`src/logic/pat_defs.svh`:
```
// Timing and reset constants for the program address trace block
`ifndef PAT_DEFS_SVH
`define PAT_DEFS_SVH

// Output clock divider: half period in core clocks
`define PAT_OCLK_HALF        4'h2
// Reset value of the address bus
`define PAT_ADDR_RST         16'h0000

`endif

```
`src/logic/pat_pkg.sv`:
```
// Types shared by the program address trace block
package pat_pkg;

    // Core-side request carrying one address
    typedef struct packed {
        logic        valid;
        logic [15:0] addr;
    } pat_req_type;

    // Pin-side phase of the output clock
    typedef enum logic [1:0] {
        PAT_HIGH1,
        PAT_HIGH2,
        PAT_LOW1,
        PAT_LOW2
    } pat_phase_type;

    // Whole state of the block
    typedef struct packed {
        pat_phase_type phase;
        logic          oclk;
        logic [15:0]   addr;
        logic          mcs_n;
        logic          rd_n;
        logic          wr_n;
        logic          strobe_n;
        pat_req_type   ext_hold;
        pat_req_type   int_hold;
        logic          ext_rd;
        logic          cur_rd;
    } pat_state_type;

endpackage : pat_pkg

```
`src/logic/pat_trace.sv`:
```
// Program address trace driver for the external memory address bus
// What this block does
// - Trace enable drives internal fetch addresses out
// - External accesses take the bus first
// - No strobes or chip select on trace
// - Strobe pulses on every new address
// - Newest held fetch traced, taken or not; a later fetch overwrites one still waiting
// - Address changes mid output clock low
`timescale 1ns/1ps
`default_nettype none
`include "pat_defs.svh"

module pat_trace
    import pat_pkg::*;
(
    input  wire logic        clk_i,
    input  wire logic        nrst_i,
    input  wire logic        address_trace_enable_bit_i,
    input  wire logic        fetch_valid_i,
    input  wire logic [15:0] fetch_addr_i,
    input  wire logic        ext_valid_i,
    input  wire logic [15:0] ext_addr_i,
    input  wire logic        ext_read_i,
    output logic             output_clock_o,
    output logic [15:0]      addr_o,
    output logic             memory_chip_select_n_o,
    output logic             rd_n_o,
    output logic             wr_n_o,
    output logic             trace_address_strobe_n_o
);

    // ==========================================================
    // State
    // ==========================================================
    pat_state_type st;
    pat_state_type next_st;

    // ==========================================================
    // Next state
    // ==========================================================
    // Each core clock is a quarter of the output clock period
    always_comb begin
        next_st = st;
        // Capture requests; held until the bus slot comes round
        if (ext_valid_i) begin
            next_st.ext_hold.valid = 1'b1;
            next_st.ext_hold.addr  = ext_addr_i;
            next_st.ext_rd         = ext_read_i;
        end
        if (fetch_valid_i && address_trace_enable_bit_i) begin
            next_st.int_hold.valid = 1'b1;
            next_st.int_hold.addr  = fetch_addr_i;
        end
        case (st.phase)
            PAT_HIGH1: begin
                next_st.phase = PAT_HIGH2;
            end
            PAT_HIGH2: begin
                next_st.phase    = PAT_LOW1;
                next_st.oclk     = 1'b0;
                next_st.strobe_n = 1'b1;
                next_st.rd_n     = 1'b1;
                next_st.wr_n     = 1'b1;
            end
            PAT_LOW1: begin
                // bus moves at middle of low phase
                next_st.phase = PAT_LOW2;
                if (st.ext_hold.valid) begin
                    next_st.addr           = st.ext_hold.addr;
                    next_st.mcs_n          = 1'b0;
                    next_st.strobe_n       = 1'b0;
                    next_st.ext_hold.valid = ext_valid_i;
                    // Direction frozen now; a request arriving this cycle may overwrite ext_rd
                    next_st.cur_rd         = st.ext_rd;
                end else if (st.int_hold.valid && address_trace_enable_bit_i) begin
                    next_st.addr           = st.int_hold.addr;
                    next_st.mcs_n          = 1'b1;
                    next_st.strobe_n       = 1'b0;
                    next_st.int_hold.valid = fetch_valid_i;
                end else begin
                    next_st.mcs_n = 1'b1;
                end
            end
            PAT_LOW2: begin
                next_st.phase = PAT_HIGH1;
                next_st.oclk  = 1'b1;
                // Strobes only for genuine external accesses
                if (!st.mcs_n) begin
                    next_st.rd_n = ~st.cur_rd;
                    next_st.wr_n = st.cur_rd;
                end
            end
            default: begin
                next_st.phase = PAT_HIGH1;
            end
        endcase
        if (!address_trace_enable_bit_i) begin
            next_st.int_hold.valid = 1'b0;
        end
    end

    // ==========================================================
    // Registers
    // ==========================================================
    always_ff @(posedge clk_i or negedge nrst_i) begin
        if (!nrst_i) begin
            st.phase    <= PAT_HIGH1;
            st.oclk     <= 1'b1;
            st.addr     <= `PAT_ADDR_RST;
            st.mcs_n    <= 1'b1;
            st.rd_n     <= 1'b1;
            st.wr_n     <= 1'b1;
            st.strobe_n <= 1'b1;
            st.ext_hold <= '0;
            st.int_hold <= '0;
            st.ext_rd   <= 1'b0;
            st.cur_rd   <= 1'b0;
        end else begin
            st <= next_st;
        end
    end

    assign output_clock_o           = st.oclk;
    assign addr_o                   = st.addr;
    assign memory_chip_select_n_o   = st.mcs_n;
    assign rd_n_o                   = st.rd_n;
    assign wr_n_o                   = st.wr_n;
    assign trace_address_strobe_n_o = st.strobe_n;
endmodule : pat_trace
`default_nettype wire

```
`config.mk`:
```
export PLATFORM = sky130hd
export DESIGN_NAME = pat_trace
export DESIGN_NICKNAME = d
export VERILOG_FILES = /design/src/logic/pat_pkg.sv /design/src/logic/pat_trace.sv
export VERILOG_INCLUDE_DIRS = /design/src /design/src/logic
export SDC_FILE = /design/constraint.sdc
export NUM_CORES = 1
export LEC_CHECK = 0
export ABC_AREA = 1
export BUFFER_PORTS_ARGS = -buffer_cell sky130_fd_sc_hd__buf_2
export CORE_UTILIZATION = 56
export DETAILED_ROUTE_END_ITERATION = 10
export PLACE_DENSITY = 0.82
export RECOVER_POWER = 25
export SETUP_SLACK_MARGIN = 0.5
export SLEW_MARGIN = 20
export SYNTH_ARGS = -nofsm -noshare
export SYNTH_HDL_FRONTEND = slang
export SYNTH_SLANG_ARGS = --single-unit
export TNS_END_PERCENT = 20
```
`constraint.sdc`:
```
create_clock -name clk_i -period 3.2 [get_ports clk_i]
set_clock_uncertainty 0.2 [all_clocks]
set_input_delay 0.48 -clock clk_i [delete_from_list [all_inputs] [get_ports clk_i]]
set_output_delay 0.48 -clock clk_i [all_outputs]
set_load 0.03 [all_outputs]
```
# Word-level counts from Yosys, hierarchy flattened

Index checks and enable logic that the tools add are counted.

Output and inout port bits: 21
Memory bits (writable): 0
Memory bits (read-only): 0
Flip-flop bits (word level): 59
Word-level logic and storage cells: 46
Input bits: 38
Latch bits: 0
Memories kept: 0

Mux-type cells: 17
Div/mod/pow operators: 0
Order comparisons: 0
Reduce and logical (&&, ||, !) cells: 10
$add $sub $neg: 0
Shifts and indexed selects: 0
Multiply operators: 0
Bitwise logic cells: 1
Eq/ne operators: 5

Operator list:

| kind               | count |
|---|---|
| $mux 17            | 3 |
| $mux 16            | 1 |
| $mux 1             | 8 |
| $pmux 2 s4         | 1 |
| $reduce_and 2->1   | 4 |
| $reduce_bool 2->1  | 3 |
| $eq 2x2->1 const B | 2 |
| $pmux 1 s2         | 2 |
| $pmux 2 s2         | 1 |
| $ne 3x3->1 const B | 1 |
| $eq 2x1->1 const B | 1 |
| $logic_and 1x1->1  | 2 |
| $logic_not 2->1    | 1 |
| $mux 2             | 1 |
| $ne 2x2->1 const B | 1 |
| $not 1->1          | 1 |

# Longest topological paths before layout

Depth after elaboration: 6
Gate-level depth with buffers: 8
Gate-level depth less buffers: 6

# Worst setup path after synthesis

OpenSTA, ideal clock, no wires.

Kind: reg2reg
Start: register st[57] (netlist name)
End: register st, in the netlist addr_o[1]
Arrival: 1.155 ns
Slack: 1.728 ns
Clock period less this slack: 1.472 ns
Path buffers: 2
Stages on the path, launching flop included: 9
Library setup time: 0.117 ns
Path through: dfrtp_1 > inv_1 > ha_1 > buf_4 > nand2_4 > nand2_4 > buf_6 > nand2_1 > nand2_1

Cells in the longest elaborated chain, start to end: 2

RTL lines:

| item                              | RTL line         | RTL |
|---|---|---|
| from (decl)                       | pat_trace.sv:35  | `pat_state_type st;` |
| from (signal assigned)            | pat_trace.sv:119 | `st <= next_st;` |
| $eq 2x2->1                        | pat_trace.sv:54  | `case (st.phase)` |
| $reduce_and 2->1 (no source line) | -                |  |

No other way between the ends.
A chain may end at the register's enable or synchronous reset.

==> results by group <==
Global routing
  • GRT overflow: 0
  • Antenna violations before repair: 0
  • First-pass GRT wire length: 8707 microns
  • Vias in the first global route: 1840
  • Gr usage total: 22.71%
  • Pin count of the biggest net entering global routing: 40

Detailed routing
  • Antenna-violating nets left: 0
  • Iteration-0 DRC Markers: 142
  • Final wirelength: 5098 microns
  • DR WL/cell: 12.14 microns
  • DR DRC count: 0
  • Vias per std cell: 4.950
  • DR vias: 2079
  • DRT Pass-1 Iters: 4

Final layout
  • Inserted Diodes: 0
  • Seq. cell area: 1483 sq um
  • Layout fillers: 411
  • Area grow syn2layout: 11.52%
  • Proportion of layout cells with a drive suffix above 1: 22.13%
  • Nets: 403
  • Multi-input logic area: 920.9 sq um

Logic synthesis
  • Synth Instances: 322
  • Share of the synthesized area in the top cell type: 49.59%
  • Syn avg cell area: 8.463 sq um
  • Syn nets: 364
  • Synth cell types: 19
  • Register area share after synthesis: 54.41%
  • Top cells by area, synth: dfrtp_1, nand2_1, nand3_1, buf_4, dfstp_2
  • Synth warn: 0
  • Cell taking the most area after synthesis: dfrtp_1
  • Cell Area, Synth: 2725 sq um
  • Seq cells post-synth: 59

CTS
  • H-tree lvl count: 3
  • Root Driver: clkbuf_8
  • TritonCTS Buffers: 9
  • Insertion delay to the later sink of the worst-skew pair: 0.33 ns
  • Clk buf depth: 2
  • Sink Count: 59
  • CTS clk-pin slew, worst paths: 0.06 ns
  • CTS tree: built

STA
  • Final Cycle Share: 67.99%
  • Slew HR: 20.98%
  • Unrepaired setup endpoints after global routing: no
  • Pins Over Slew Limit: 0
  • Final Hold Fails: 0
  • Setup ws final: 1.024 ns
  • Setup TNS: 0 ns
  • Final setup vio count: 0
  • Maximum clock rate: 459.7 MHz
  • Worst Tran Pin Value: 1.185 ns
  • Fin crit period: 2.176 ns

Worst setup path
  • Data arrival time of the critical path: 2.40 ns
  • Crit path required time: 3.42 ns
  • CP startpoint kind: primary input
  • Critical path type: in -> async
  • Critical-path maximum fanout: 39
  • Crit end category: asynchronous set/reset pin

Power and ir drop
  • Worst VDD drop: 0.0002713 V
  • Leak Pwr: 1.701 nW
  • Cell Pwr Density: 554.9 nW/um^2

Floorplan
  • Initial core utilization: 58.08%
  • Core area: 4692 sq um
  • Die width: 71.76 microns
  • # IOs: 59
  • FP Rows: 25
  • Die extent in y: 71.76 microns
  • Die Area: 5150 sq um

Place
  • GPL Wtd Cong: 0.8269
  • Placement Setup Slack: 1.437 ns
  • Hpwl dp: 3727 microns
  • IO Port Bufs: 58

Hold path
  • Hold/Removal Path Class: in -> reg

Run
  • Number of max-cap violations: 0

Outcome
  • Status: completed
stage by stage:
stage | hold WS [ns] | utilization [%] | std cells | cell area (sq um) | power (mW)
floorplan | -0.01559 | - | 322 | 2725 | 1.057
global placement | 0.2507 | 60.93 | 403 | 2859 | 1.107
detailed placement | 0.2503 | 60.93 | 403 | 2859 | 1.116
CTS | 0.1460 | 64.83 | 420 | 3042 | 1.702
global route | 0.1578 | 64.77 | 420 | 3039 | 1.773
finish | 0.1546 | 64.77 | 420 | 3039 | 1.686
worst max-delay path, cell delays in order:
cell and delay (ns):
dlygate4sd3_1 0.53, clkbuf_1 0.81, buf_4 0.57
cells in the final DEF (no fill, tap or decap):
cell	count
or2_2	1
inv_2	1
nand2_2	1
clkbuf_8	11
a21oi_1	1
buf_4	1
nand3_1	36
dlygate4sd3_1	1
buf_2	56
nor2_1	1
inv_1	23
o21ai_0	20
ha_1	4
clkbuf_1	5
clkinv_2	2
dfstp_2	5
nand2_4	2
dfrtp_1	54
nand2_1	139
o21bai_1	1
nand3_4	1
flip-flops by register name, summed over array words and instances, names as in the netlist:
register / cells
st: 38
memory_chip_select_n_o: 1
rd_n_o: 1
addr_o: 16
trace_address_strobe_n_o: 1
wr_n_o: 1
output_clock_o: 1
worst paths after layout:
check	startpoint	end	slack, ns	cells past startpoint
setup / recovery	nrst_i	memory_chip_select_n_o$_DFFE_PN1P_	1.02	3
hold / removal	ext_read_i	st[1]$_DFFE_PN0P_	0.15	3
setup reg to reg	st[57]$_DFF_PN0_	addr_o[5]$_DFFE_PN0P_	1.39	6
hold reg to reg	output_clock_o$_DFFE_PN1P_	output_clock_o$_DFFE_PN1P_	0.26	2
max in group clk_i	st[57]$_DFF_PN0_	addr_o[5]$_DFFE_PN0P_	1.39	6
min in group asynchronous	nrst_i	addr_o[14]$_DFFE_PN0P_	0.69	2
final cells by class:
class / instances / area share (%)
clock inverter: 2 / 0.3294
tap: 54 / 2.223
inverter: 24 / 2.964
multi-input combinational: 207 / 30.30
timing repair buffer: 60 / 10.05
sequential: 59 / 48.79
clock buffer: 14 / 5.352
cells in the mapped netlist:
cell        n
dfstp_2     5
dfrtp_1    54
inv_2       1
buf_6       4
nand2_4     2
a21oi_1     1
ha_1        4
nand2_1   139
nand3_1    36
nand3_4     1
nor2_1      1
or2_2       1
clkbuf_1    1
nand2_2     1
buf_2       8
o21ai_0    20
o21bai_1    1
inv_1      23
buf_4      19
cells by family (layout without fill, tap and decap cells):
group | after synthesis | count (layout) | share of synthesized area (%)
compound gates | 22 | 22 | 4.132
fa+ha+maj | 4 | 4 | 1.837
buf+inv | 56 | 100 | 11.80
flops | 59 | 59 | 54.41
simple gates | 181 | 181 | 27.82
timing repair:
action | CTS | global route
endpoints found under the hold margin | 20 | 0
gates resized for setup | 0 | 0
hold buffers | 1 | 0
setup buffers | 0 | 0
setup endpoints to repair | 0 | 0
per-layer routing:
metal | routed length [microns] | GRT usage, % | vias to the layer above
li1 | - | - | 1063
met1 | 2453 | 32.11 | 941
met2 | 2296 | 33.23 | 65
met3 | 263 | 4.782 | 10
met4 | 85 | 11.76 | 0
met5 | 0 | 0 | -
report_power, final:
| group | switching [mW] | internal, mW | leakage (nW) |
|---|---|---|---|
| Sequential | 0.0498 | 0.823 | 0.711 |
| Combinational | 0.151 | 0.0787 | 0.899 |
| Clock | 0.263 | 0.321 | 0.0905 |
(Power assumes the default switching activity.)
